**config.mk**
```make
export PLATFORM = sky130hd
export DESIGN_NAME = brcf_core
export DESIGN_NICKNAME = d
export VERILOG_FILES = /design/src/hw/brcf_core.sv /design/src/hw/brcf_ret_stack.sv
export SDC_FILE = /design/constraint.sdc
export NUM_CORES = 1
export LEC_CHECK = 0
export BUFFER_PORTS_ARGS = -buffer_cell sky130_fd_sc_hd__buf_4
export CORE_ASPECT_RATIO = 1.75
export CORE_MARGIN = 8
export CORE_UTILIZATION = 44
export DETAILED_ROUTE_END_ITERATION = 7
export HOLD_SLACK_MARGIN = 0.1
export PLACE_DENSITY = 0.68
export SLEW_MARGIN = 40
export SYNTH_ARGS = -nofsm -noshare
export SYNTH_HDL_FRONTEND = slang
export SYNTH_SLANG_ARGS = --single-unit
```
**constraint.sdc**
```tcl
create_clock -name clk -period 4.6 [get_ports clk]
set_input_delay 0.92 -clock clk [delete_from_list [all_inputs] [get_ports clk]]
set_output_delay 0.92 -clock clk [all_outputs]
set_load 0.005 [all_outputs]
```
**src/hw/brcf_core.sv**
```systemverilog
// Branch condition evaluation and control-flow decode, with its constants package.
// Assumes fetch supplies decoded operation class, condition field, flags and addresses.
//
// Operation
// - A conditional branch goes to its target only when its flag condition is true.
// - Always/never ignore flags; higher/lower-same test C or Z; equal tests Z; V and N forms test V and N.
// - Carry-clear branches when C is 0 and carry-set branches when C is 1.
// - Signed forms test N xor V, and Z or (N xor V) for greater-than and less-or-equal.
// - A jump always loads the program counter with its target, with no flag test.
// - Relative and absolute calls go to the subroutine and save the return point unless all 8 store entries are full.
// - A return restores the saved return point and resumes after the original call; with the store empty it falls through to nextPc.
`timescale 1ns/1ns
`default_nettype none

// ==========================================================
// Package
package brcf_pkg;
	localparam int ADDR_W = 16;
	localparam int STACK_AW = 3;
	localparam logic [STACK_AW:0] STACK_DEPTH = 4'h8;
	localparam logic [STACK_AW:0] SP_RESET = 4'h0;
	localparam logic [ADDR_W-1:0] PC_RESET = 16'h0000;
	localparam logic [7:0] MASK_RESET = 8'h00;
	localparam int BITNUM_LSB = 4;
	localparam int BITNUM_W = 3;

	// Condition field codes
	localparam logic [3:0] CC_ALWAYS = 4'h0;
	localparam logic [3:0] CC_NEVER = 4'h1;
	localparam logic [3:0] CC_HI = 4'h2;
	localparam logic [3:0] CC_LS = 4'h3;
	localparam logic [3:0] CC_HS = 4'h4;
	localparam logic [3:0] CC_LO = 4'h5;
	localparam logic [3:0] CC_NE = 4'h6;
	localparam logic [3:0] CC_EQ = 4'h7;
	localparam logic [3:0] CC_VC = 4'h8;
	localparam logic [3:0] CC_VS = 4'h9;
	localparam logic [3:0] CC_PL = 4'hA;
	localparam logic [3:0] CC_MI = 4'hB;
	localparam logic [3:0] CC_GE = 4'hC;
	localparam logic [3:0] CC_LT = 4'hD;
	localparam logic [3:0] CC_GT = 4'hE;
	localparam logic [3:0] CC_LE = 4'hF;

	typedef enum logic [2:0] {
		OP_NONE = 3'h0,
		OP_BRANCH = 3'h1,
		OP_JUMP = 3'h2,
		OP_CALL_REL = 3'h3,
		OP_CALL_ABS = 3'h4,
		OP_RETURN = 3'h5,
		OP_BITOP = 3'h6
	} brcf_op_type;

	typedef enum logic [0:0] {
		ST_IDLE = 1'h0,
		ST_RETWAIT = 1'h1
	} brcf_state_type;

	typedef struct packed {
		brcf_state_type state;
		logic [STACK_AW:0] sp;
		logic busy;
		logic pcLoad;
		logic [ADDR_W-1:0] pcValue;
		logic branchTaken;
		logic bitValid;
		logic [7:0] bitMask;
		logic stackFault;
	} brcf_regs_type;

	// Flag condition of a branch
	function automatic logic condTrue(input logic [3:0] cc, input logic c, input logic z,
		input logic v, input logic n);
		logic t;
		t = 1'b0;
		case (cc)
			CC_ALWAYS: t = 1'b1;
			CC_NEVER: t = 1'b0;
			CC_HI: t = ((c | z) == 1'b0);
			CC_LS: t = ((c | z) == 1'b1);
			CC_HS: t = (c == 1'b0);
			CC_LO: t = (c == 1'b1);
			CC_NE: t = (z == 1'b0);
			CC_EQ: t = (z == 1'b1);
			CC_VC: t = (v == 1'b0);
			CC_VS: t = (v == 1'b1);
			CC_PL: t = (n == 1'b0);
			CC_MI: t = (n == 1'b1);
			CC_GE: t = ((n ^ v) == 1'b0);
			CC_LT: t = ((n ^ v) == 1'b1);
			CC_GT: t = ((z | (n ^ v)) == 1'b0);
			CC_LE: t = ((z | (n ^ v)) == 1'b1);
			default: t = 1'b0;
		endcase
		return t;
	endfunction : condTrue

	// One-hot mask from the immediate bit number
	function automatic logic [7:0] bitSelect(input logic [BITNUM_W-1:0] num);
		return 8'h01 << num;
	endfunction : bitSelect
endpackage : brcf_pkg

module brcf_core (
	input wire logic clk,
	input wire logic nrst,
	input wire logic instrValid,
	input wire brcf_pkg::brcf_op_type instrOp,
	input wire logic [3:0] condCode,
	input wire logic [15:0] instrWord,
	input wire logic [brcf_pkg::ADDR_W-1:0] nextPc,
	input wire logic [brcf_pkg::ADDR_W-1:0] relDisp,
	input wire logic [brcf_pkg::ADDR_W-1:0] absTarget,
	input wire logic flagC,
	input wire logic flagZ,
	input wire logic flagV,
	input wire logic flagN,
	output logic pcLoad,
	output logic [brcf_pkg::ADDR_W-1:0] pcValue,
	output logic branchTaken,
	output logic bitValid,
	output logic [7:0] bitMask,
	output logic busy,
	output logic stackFault
);
	import brcf_pkg::*;

	brcf_regs_type r;
	brcf_regs_type next_r;
	logic accept;
	logic [ADDR_W-1:0] relTarget;
	logic pushEn;
	logic popEn;
	logic [STACK_AW-1:0] popAddr;
	logic [ADDR_W-1:0] retData;

	// ==========================================================
	// Request decode
	assign accept = instrValid && !r.busy;
	assign relTarget = ADDR_W'(nextPc + relDisp); // Wraps modulo the address space
	assign pushEn = accept && (instrOp == OP_CALL_REL || instrOp == OP_CALL_ABS)
		&& (r.sp != STACK_DEPTH);
	assign popEn = accept && (instrOp == OP_RETURN) && (r.sp != SP_RESET);
	assign popAddr = STACK_AW'(r.sp - 4'h1);

	// Return-point store
	brcf_ret_stack #(
		.ADDR_BITS(STACK_AW),
		.DATA_BITS(ADDR_W)
	) u_stack (
		.clk(clk),
		.nrst(nrst),
		.writeEn(pushEn),
		.writeAddr(r.sp[STACK_AW-1:0]),
		.writeData(nextPc),
		.readEn(popEn),
		.readAddr(popAddr),
		.readData(retData)
	);

	// ==========================================================
	// Next-state logic
	always_comb
	begin
		next_r = r;
		next_r.pcLoad = 1'b0;
		next_r.branchTaken = 1'b0;
		next_r.bitValid = 1'b0;
		next_r.stackFault = 1'b0;
		case (r.state)
			ST_IDLE:
			begin
				if (accept)
				begin
					case (instrOp)
						OP_BRANCH:
						begin
							next_r.pcLoad = 1'b1;
							if (condTrue(condCode, flagC, flagZ, flagV, flagN))
							begin
								next_r.pcValue = relTarget;
								next_r.branchTaken = 1'b1;
							end
							else
							begin
								next_r.pcValue = nextPc;
							end
						end
						OP_JUMP:
						begin
							next_r.pcLoad = 1'b1;
							next_r.pcValue = absTarget;
							next_r.branchTaken = 1'b1;
						end
						OP_CALL_REL, OP_CALL_ABS:
						begin
							next_r.pcLoad = 1'b1;
							next_r.branchTaken = 1'b1;
							next_r.pcValue = (instrOp == OP_CALL_REL) ? relTarget : absTarget;
							if (pushEn)
							begin
								next_r.sp = r.sp + 4'h1;
							end
							else
							begin
								next_r.stackFault = 1'b1; // Store full, return point lost
							end
						end
						OP_RETURN:
						begin
							if (popEn)
							begin
								next_r.sp = r.sp - 4'h1;
								next_r.state = ST_RETWAIT;
								next_r.busy = 1'b1;
							end
							else
							begin
								next_r.pcLoad = 1'b1; // Empty store: fall through
								next_r.pcValue = nextPc;
								next_r.stackFault = 1'b1;
							end
						end
						OP_BITOP:
						begin
							next_r.bitValid = 1'b1;
							next_r.bitMask = bitSelect(instrWord[BITNUM_LSB +: BITNUM_W]);
						end
						default:
						begin
							next_r.pcLoad = 1'b0;
						end
					endcase
				end
			end
			ST_RETWAIT:
			begin
				next_r.pcLoad = 1'b1;
				next_r.pcValue = retData;
				next_r.branchTaken = 1'b1;
				next_r.state = ST_IDLE;
				next_r.busy = 1'b0;
			end
			default:
			begin
				next_r.state = ST_IDLE;
				next_r.busy = 1'b0;
			end
		endcase
	end

	// State register
	always_ff @(posedge clk or negedge nrst)
	begin
		if (!nrst)
		begin
			r <= '{state: ST_IDLE, sp: SP_RESET, busy: 1'b0, pcLoad: 1'b0, pcValue: PC_RESET,
				branchTaken: 1'b0, bitValid: 1'b0, bitMask: MASK_RESET, stackFault: 1'b0};
		end
		else
		begin
			r <= next_r;
		end
	end

	// Outputs straight from the state register
	assign pcLoad = r.pcLoad;
	assign pcValue = r.pcValue;
	assign branchTaken = r.branchTaken;
	assign bitValid = r.bitValid;
	assign bitMask = r.bitMask;
	assign busy = r.busy;
	assign stackFault = r.stackFault;
endmodule : brcf_core

`default_nettype wire

```
**src/hw/brcf_ret_stack.sv**
```systemverilog
// Return-address store for the subroutine call and return logic.
// Assumes one clock; the caller never reads and writes the same word in one cycle.
`timescale 1ns/1ns
`default_nettype none

module brcf_ret_stack #(
	parameter int ADDR_BITS = 3,
	parameter int DATA_BITS = 16
) (
	input wire logic clk,
	input wire logic nrst,
	input wire logic writeEn,
	input wire logic [ADDR_BITS-1:0] writeAddr,
	input wire logic [DATA_BITS-1:0] writeData,
	input wire logic readEn,
	input wire logic [ADDR_BITS-1:0] readAddr,
	output logic [DATA_BITS-1:0] readData
);
	// ==========================================================
	// Storage
	logic [DATA_BITS-1:0] mem [0:(1<<ADDR_BITS)-1];

	// Write port, no reset on the array itself
	always_ff @(posedge clk)
	begin
		if (writeEn)
		begin
			mem[writeAddr] <= writeData;
		end
	end

	// Registered read port
	always_ff @(posedge clk or negedge nrst)
	begin
		if (!nrst)
		begin
			readData <= '0;
		end
		else if (readEn)
		begin
			readData <= mem[readAddr];
		end
	end
endmodule : brcf_ret_stack

`default_nettype wire

```
; ---- Word level (Yosys, flattened, before mapping)
; Memory sizes are Yosys's and may differ from the RTL's. A register that Yosys moved wholly into a read port is not among the register bits.
; Cells that the tools add are included.
; Widths: inputs -> output; s select.
[classes]
add_sub_neg = 3
eq_ne = 29
n_shift = 1
n_mux = 26
bitwise_logic = 11
reduce_logical = 18
[ops]
columns = operator, count
row1 = $pmux 16 s4, 1
row2 = $pmux 19 s2, 1
row3 = $mux 34, 1
row4 = $eq 4x4->1 const B, 8
row5 = $mux 16, 2
row6 = $mux 17, 1
row7 = $add 16x16->16, 1
row8 = $eq 4x3->1 const B, 4
row9 = $pmux 1 s16, 1
row10 = $mux 1, 10
row11 = $mux 10, 1
row12 = $ne 2x2->1 const B, 5
row13 = $eq 3x3->1 const B, 3
row14 = $mux 9, 1
row15 = $reduce_and 3->1, 3
row16 = $eq 4x2->1 const B, 2
row17 = $not 1->1, 8
row18 = $pmux 1 s2, 4
row19 = $pmux 4 s2, 1
row20 = $shl 1x3->8 const A, 1
row21 = $eq 3x2->1 const B, 2
row22 = $mux 6, 1
row23 = $logic_and 1x1->1, 5
row24 = $ne 5x2->1 const B, 1
row25 = other kinds (18), 20
[totals]
register_bits = 34
ram_bits = 128
in_bits = 78
output_inout_bits = 29
mem_count = 1
[memory_table]
columns = name, words, width, read_ports, rd_clocked_by_memory_dff, wr, line_no
row1 = u_stack.mem, 8, 16, 1, 1, 1, brcf_ret_stack.sv:21  ; logic [DATA_BITS-1:0] mem [0:(1<<ADDR_BITS)-1];

; ---- Logic depth before layout (Yosys ltp)
[depth]
word_depth = 11
depth_mapped = 12
ltp_nobuf = 10

; ---- By module
; A second synthesis with hierarchy kept.
[hier_totals]
hier_cells = 782
hier_area_um2 = 9177.6
[by_module_without_submodules]
columns = mod, n_inst, cells_per_inst, area_each_um2, seq_area_each_um2
row1 = brcf_ret_stack, 1, 325, 5652.9, 4244.1
row2 = brcf_core, 1, 457, 3524.6, 850.8

; ---- Worst setup path after synthesis
; Ideal clock, no wire load.
[synth_path]
path_kind = flip-flop to flip-flop
from = reg r[29] in the netlist's numbering
to = mem u_stack.mem[1][0] (enable)
setup_time_ns = 0.409
arrival_ns = 3.111
required_ns = 4.191
slack_ns = 1.080
stages_incl_launch_ff = 9
synth_period_minus_slack_ns = 3.520
cell_sequence = dfrtp_1 -> buf_2 -> buf_1 -> inv_1 -> ha_1 -> nor2b_1 -> a211oi_2 -> nand2_1 -> nor3_1
[synth_via]
elab_chain_len = 4
[synth_rtl]
columns = item, line_no
row1 = from (decl), brcf_core.sv:129  ; brcf_regs_type r;
row2 = from (signal assigned), brcf_core.sv:258  ; r <= '{state: ST_IDLE, sp: SP_RESET, busy: 1'b0, pcLoad: 1'b0, pcValue: PC_RESET,
row3 = from (signal assigned), brcf_core.sv:263  ; r <= next_r;
row4 = $ne 4x4->1, brcf_core.sv:143  ; && (r.sp != STACK_DEPTH);
row5 = $logic_and 1x1->1, brcf_core.sv:143
row6 = $mux 1, brcf_ret_stack.sv:26  ; if (writeEn)
row7 = $mux 1 (not written as such), brcf_ret_stack.sv:28  ; mem[writeAddr] <= writeData;
row8 = to (decl), brcf_ret_stack.sv:21
; Parallel ways exist; a longest one is shown, timed or not.

; ---- Worst setup path in the final report
[layout_path]
from = reg r[30] in the netlist's numbering
to = reg r (netlist bit pcValue[14])
[layout_via]
elab_chain_len = 4
[layout_rtl]
columns = item, line_no
row1 = $reduce_bool 4->1, brcf_core.sv:144  ; assign popEn = accept && (instrOp == OP_RETURN) && (r.sp != SP_RESET);
row2 = $logic_and 1x1->1, brcf_core.sv:144
row3 = $ne 3x3->1 (no line), n/a
row4 = $reduce_and 3->1 (no line), n/a
; Every way passes these cells.
; A chain may end at the register's enable or synchronous reset.

==> flow_summary.toml <==
[status]
outcome = "finished, final reports clean"

[timing]
finalCritPeriodShare = 0.681
setup_violations = 0
timing.final.ws_setup_ns = 1.47
rsz0062_at_grt = "false"
period_needed_ns = 3.13
worst_slew_margin_rel = 0.495
fin_skew_ns = 0.0109
fmax_mhz = 319
tightest_slew_ns = 0.758
hold_violations = 0
slew_violations = 0
tns_ns = 0

[routing]
ant_nets = 0
drt_first_pass_iters = 7
vias_per_cell = 6.01
drt-initial-drc-count = 434
vias = 5900
finalWirelength_mm = 23.0
drc = 0
wl_per_cell_um = 23.4

[worst_setup_path]
critical_path_required_ns = 4.91
path_class = "register to register"
startpoint_type = "register"
path_max_fanout = 20
crit_chain = "inv_1 -> ha_1 -> nor3b_2 -> o31ai_1 -> or3_1 -> or3_1 -> a211oi_1 -> o32ai_1 -> nand2_1"
crit_arrival_ns = 3.44
cpPeakStageDelay_ns = 0.66
crit_slowest_cell = "or3_1"
crit_path_end_kind = "register"
crit_top_cell = "or3_1"

[power_and_ir_drop]
irDropWorstVdd_uv = 302
p_per_area_nw_per_um2 = 520
p_leak_nw = 3.85

[clocking]
cts_sinks = 178
cts_setup_buffers = 0
root_buffer = "clkbuf_16"
cts_buffer_depth = 2
tritoncts = "built"
htree_levels = 4
cts_resized = 0
insertion_delay_ns = 0.44
cts_hold_buf = 0
clkTransAtPathRegs_ns = 0.08
cts_inserted_buffers = 17

[floorplan]
die-height_um = 202
core-area_um2 = 19600
die_w_um = 122
die_area_um2 = 24800
initial_utilization = 0.446
row_count = 68
num_io_pins = 107

[yosys]
synth_flop_cell = "edfxtp_1"
yosysSeqAreaShare = 0.584
netlist_area_um2 = 8730
synth_top_area_cell = "edfxtp_1"
ys_warn_count = 0
yosys.cell_types.count = 76
yosys_register_bits = 178
postSynthCellCount = 655
synth_edf_count = 128
synth_nets = 752
synth_top_area_frac = 0.440
synth_area_leaders = "edfxtp_1 (44%), dfrtp_1 (14%), mux4_2 (8.3%)"
async_flop_share = 0.281
syn_area_per_cell_um2 = 13.3

[cells_and_area]
n_antenna_cell = 0
syn2layout_area_growth_pct = 15.8
layout.nets = 820
layout.cells.non_filler = 981
drive_above_1_share = 0.266

[min_path]
hold_class = "register to register"

[place]
pre_cts_slack_ns = 1.08
placedCellCount = 949
numPortBuffers = 93
dpl.hpwl_mm = 16.3
gp_congestion = 0.891

[job]
maxCapViolations = 0

[global_routing]
grt_pass1_vias = 6259
grt_first_pass_wirelength_mm = 35.3
antenna_found_initial = 0
grt_max_degree = 51
grtUsageTotal = 0.191
grt_overflow = 0
per-layer routing:
layer / up-vias / wire [µm] / GRT usage
li1: 2638 / - / -
met1: 2977 / 8530 / 0.213
met2: 240 / 12400 / 0.331
met3: 45 / 1210 / 0.0335
met4: 0 / 889 / 0.108
met5: - / 0 / 0
worst paths after layout:
path | to | cells past startpoint | slack, ns | start
setup / recovery | pcValue[14]$_DFFE_PN0P_ | 9 | 1.47 | r[30]$_DFFE_PN0P_
hold / removal | bitMask[0]$_DFFE_PN0P_ | 2 | 0.48 | bitMask[0]$_DFFE_PN0P_
setup reg to reg | pcValue[14]$_DFFE_PN0P_ | 9 | 1.47 | r[30]$_DFFE_PN0P_
hold reg to reg | bitMask[0]$_DFFE_PN0P_ | 2 | 0.48 | bitMask[0]$_DFFE_PN0P_
max in group asynchronous | r[29]$_DFFE_PN0P_ | 1 | 3.58 | nrst
min in group asynchronous | bitMask[3]$_DFFE_PN0P_ | 1 | 0.52 | nrst
sequential cells by signal, summed over array words and instances, names as in the netlist:
name / count
stackFault: 1
branchTaken: 1
u_stack.readData: 16
busy: 1
pcLoad: 1
bitMask: 8
bitValid: 1
r: 5
pcValue: 16
u_stack.mem: 128
synth_stat cells (4+ instances only):
cell type and instances:
a211oi_1 8, a21o_1 8, a21oi_1 35, a221o_1 9, a221oi_1 17, a22oi_1 7, buf_2 13, buf_4 27
clkbuf_1 15, dfrtp_1 50, edfxtp_1 128, ha_1 18, inv_1 18, mux2i_1 22, mux4_2 32, nand2_1 49
nand2b_1 6, nand3_1 6, nor2_1 53, nor2b_1 6, nor3_1 9, o21a_1 6, o21ai_0 19, o21ai_1 4
o31ai_1 8, xnor2_1 5, xor2_1 10
placed cells by master (no fill, tap or decap), drive strengths merged, types with 6 or more instances in the layout:
cell type and instances:
edfxtp 128, buf 106, nor2 53, dfrtp 50, nand2 49, a21oi 36
mux4 32, inv 30, o21ai 25, mux2i 22, ha 18, a221oi 17
clkbuf 17, xor2 10, a211oi 10, nor3 10, a221o 9, o31ai 8
a21o 8, a22oi 7, nand2b 7, nor2b 6, nand3 6, o21a 6
worst max-delay path: cells and delay by family, from the launching register on:
kind            cells  cell delay, ns
compound gates      3            0.92
fa+ha+maj           1            0.23
buf+inv             1            0.16
flops               1            0.53
simple gates        4            1.18
power breakdown:
group / leakage [nW] / internal, W / switching (W)
Clock: 0.277 / 0.000718 / 0.000669
Combinational: 1.81 / 0.000867 / 0.000895
Sequential: 1.77 / 0.00193 / 0.000175
metrics by stage:
step	total power, W	cell area (µm²)	utilization	hold slack (ns)
final	0.00526	10100	0.516	0.485
after global routing	0.00550	10100	0.516	0.502
after CTS	0.00529	10100	0.516	0.490
after detailed placement	0.00390	9530	0.487	0.474
after global placement	0.00384	9530	0.487	0.463
after floorplan	0.00340	8730	-	0.444
area by class of cell:
cell class | count | area (µm²)
inverters | 19 | 71.3
repair buffers | 106 | 796
clock buffers | 17 | 425
clock inverters | 15 | 138
well taps | 245 | 307
fillers | 1652 | 9460
multi-input cells | 401 | 3270
flip-flops and latches | 178 | 5100
cell families after synthesis:
group | count (synthesis) | share of synthesized area
DFF | 178 | 0.584
AOI/OAI and AO/OA | 156 | 0.130
and+or+nand+nor | 153 | 0.0823
buffers and inverters | 76 | 0.0463
muxes | 57 | 0.113
adders and majority gates | 19 | 0.0281
xor gates and xnor gates | 16 | 0.0176
No activity file was read; power rests on OpenSTA's default activity.
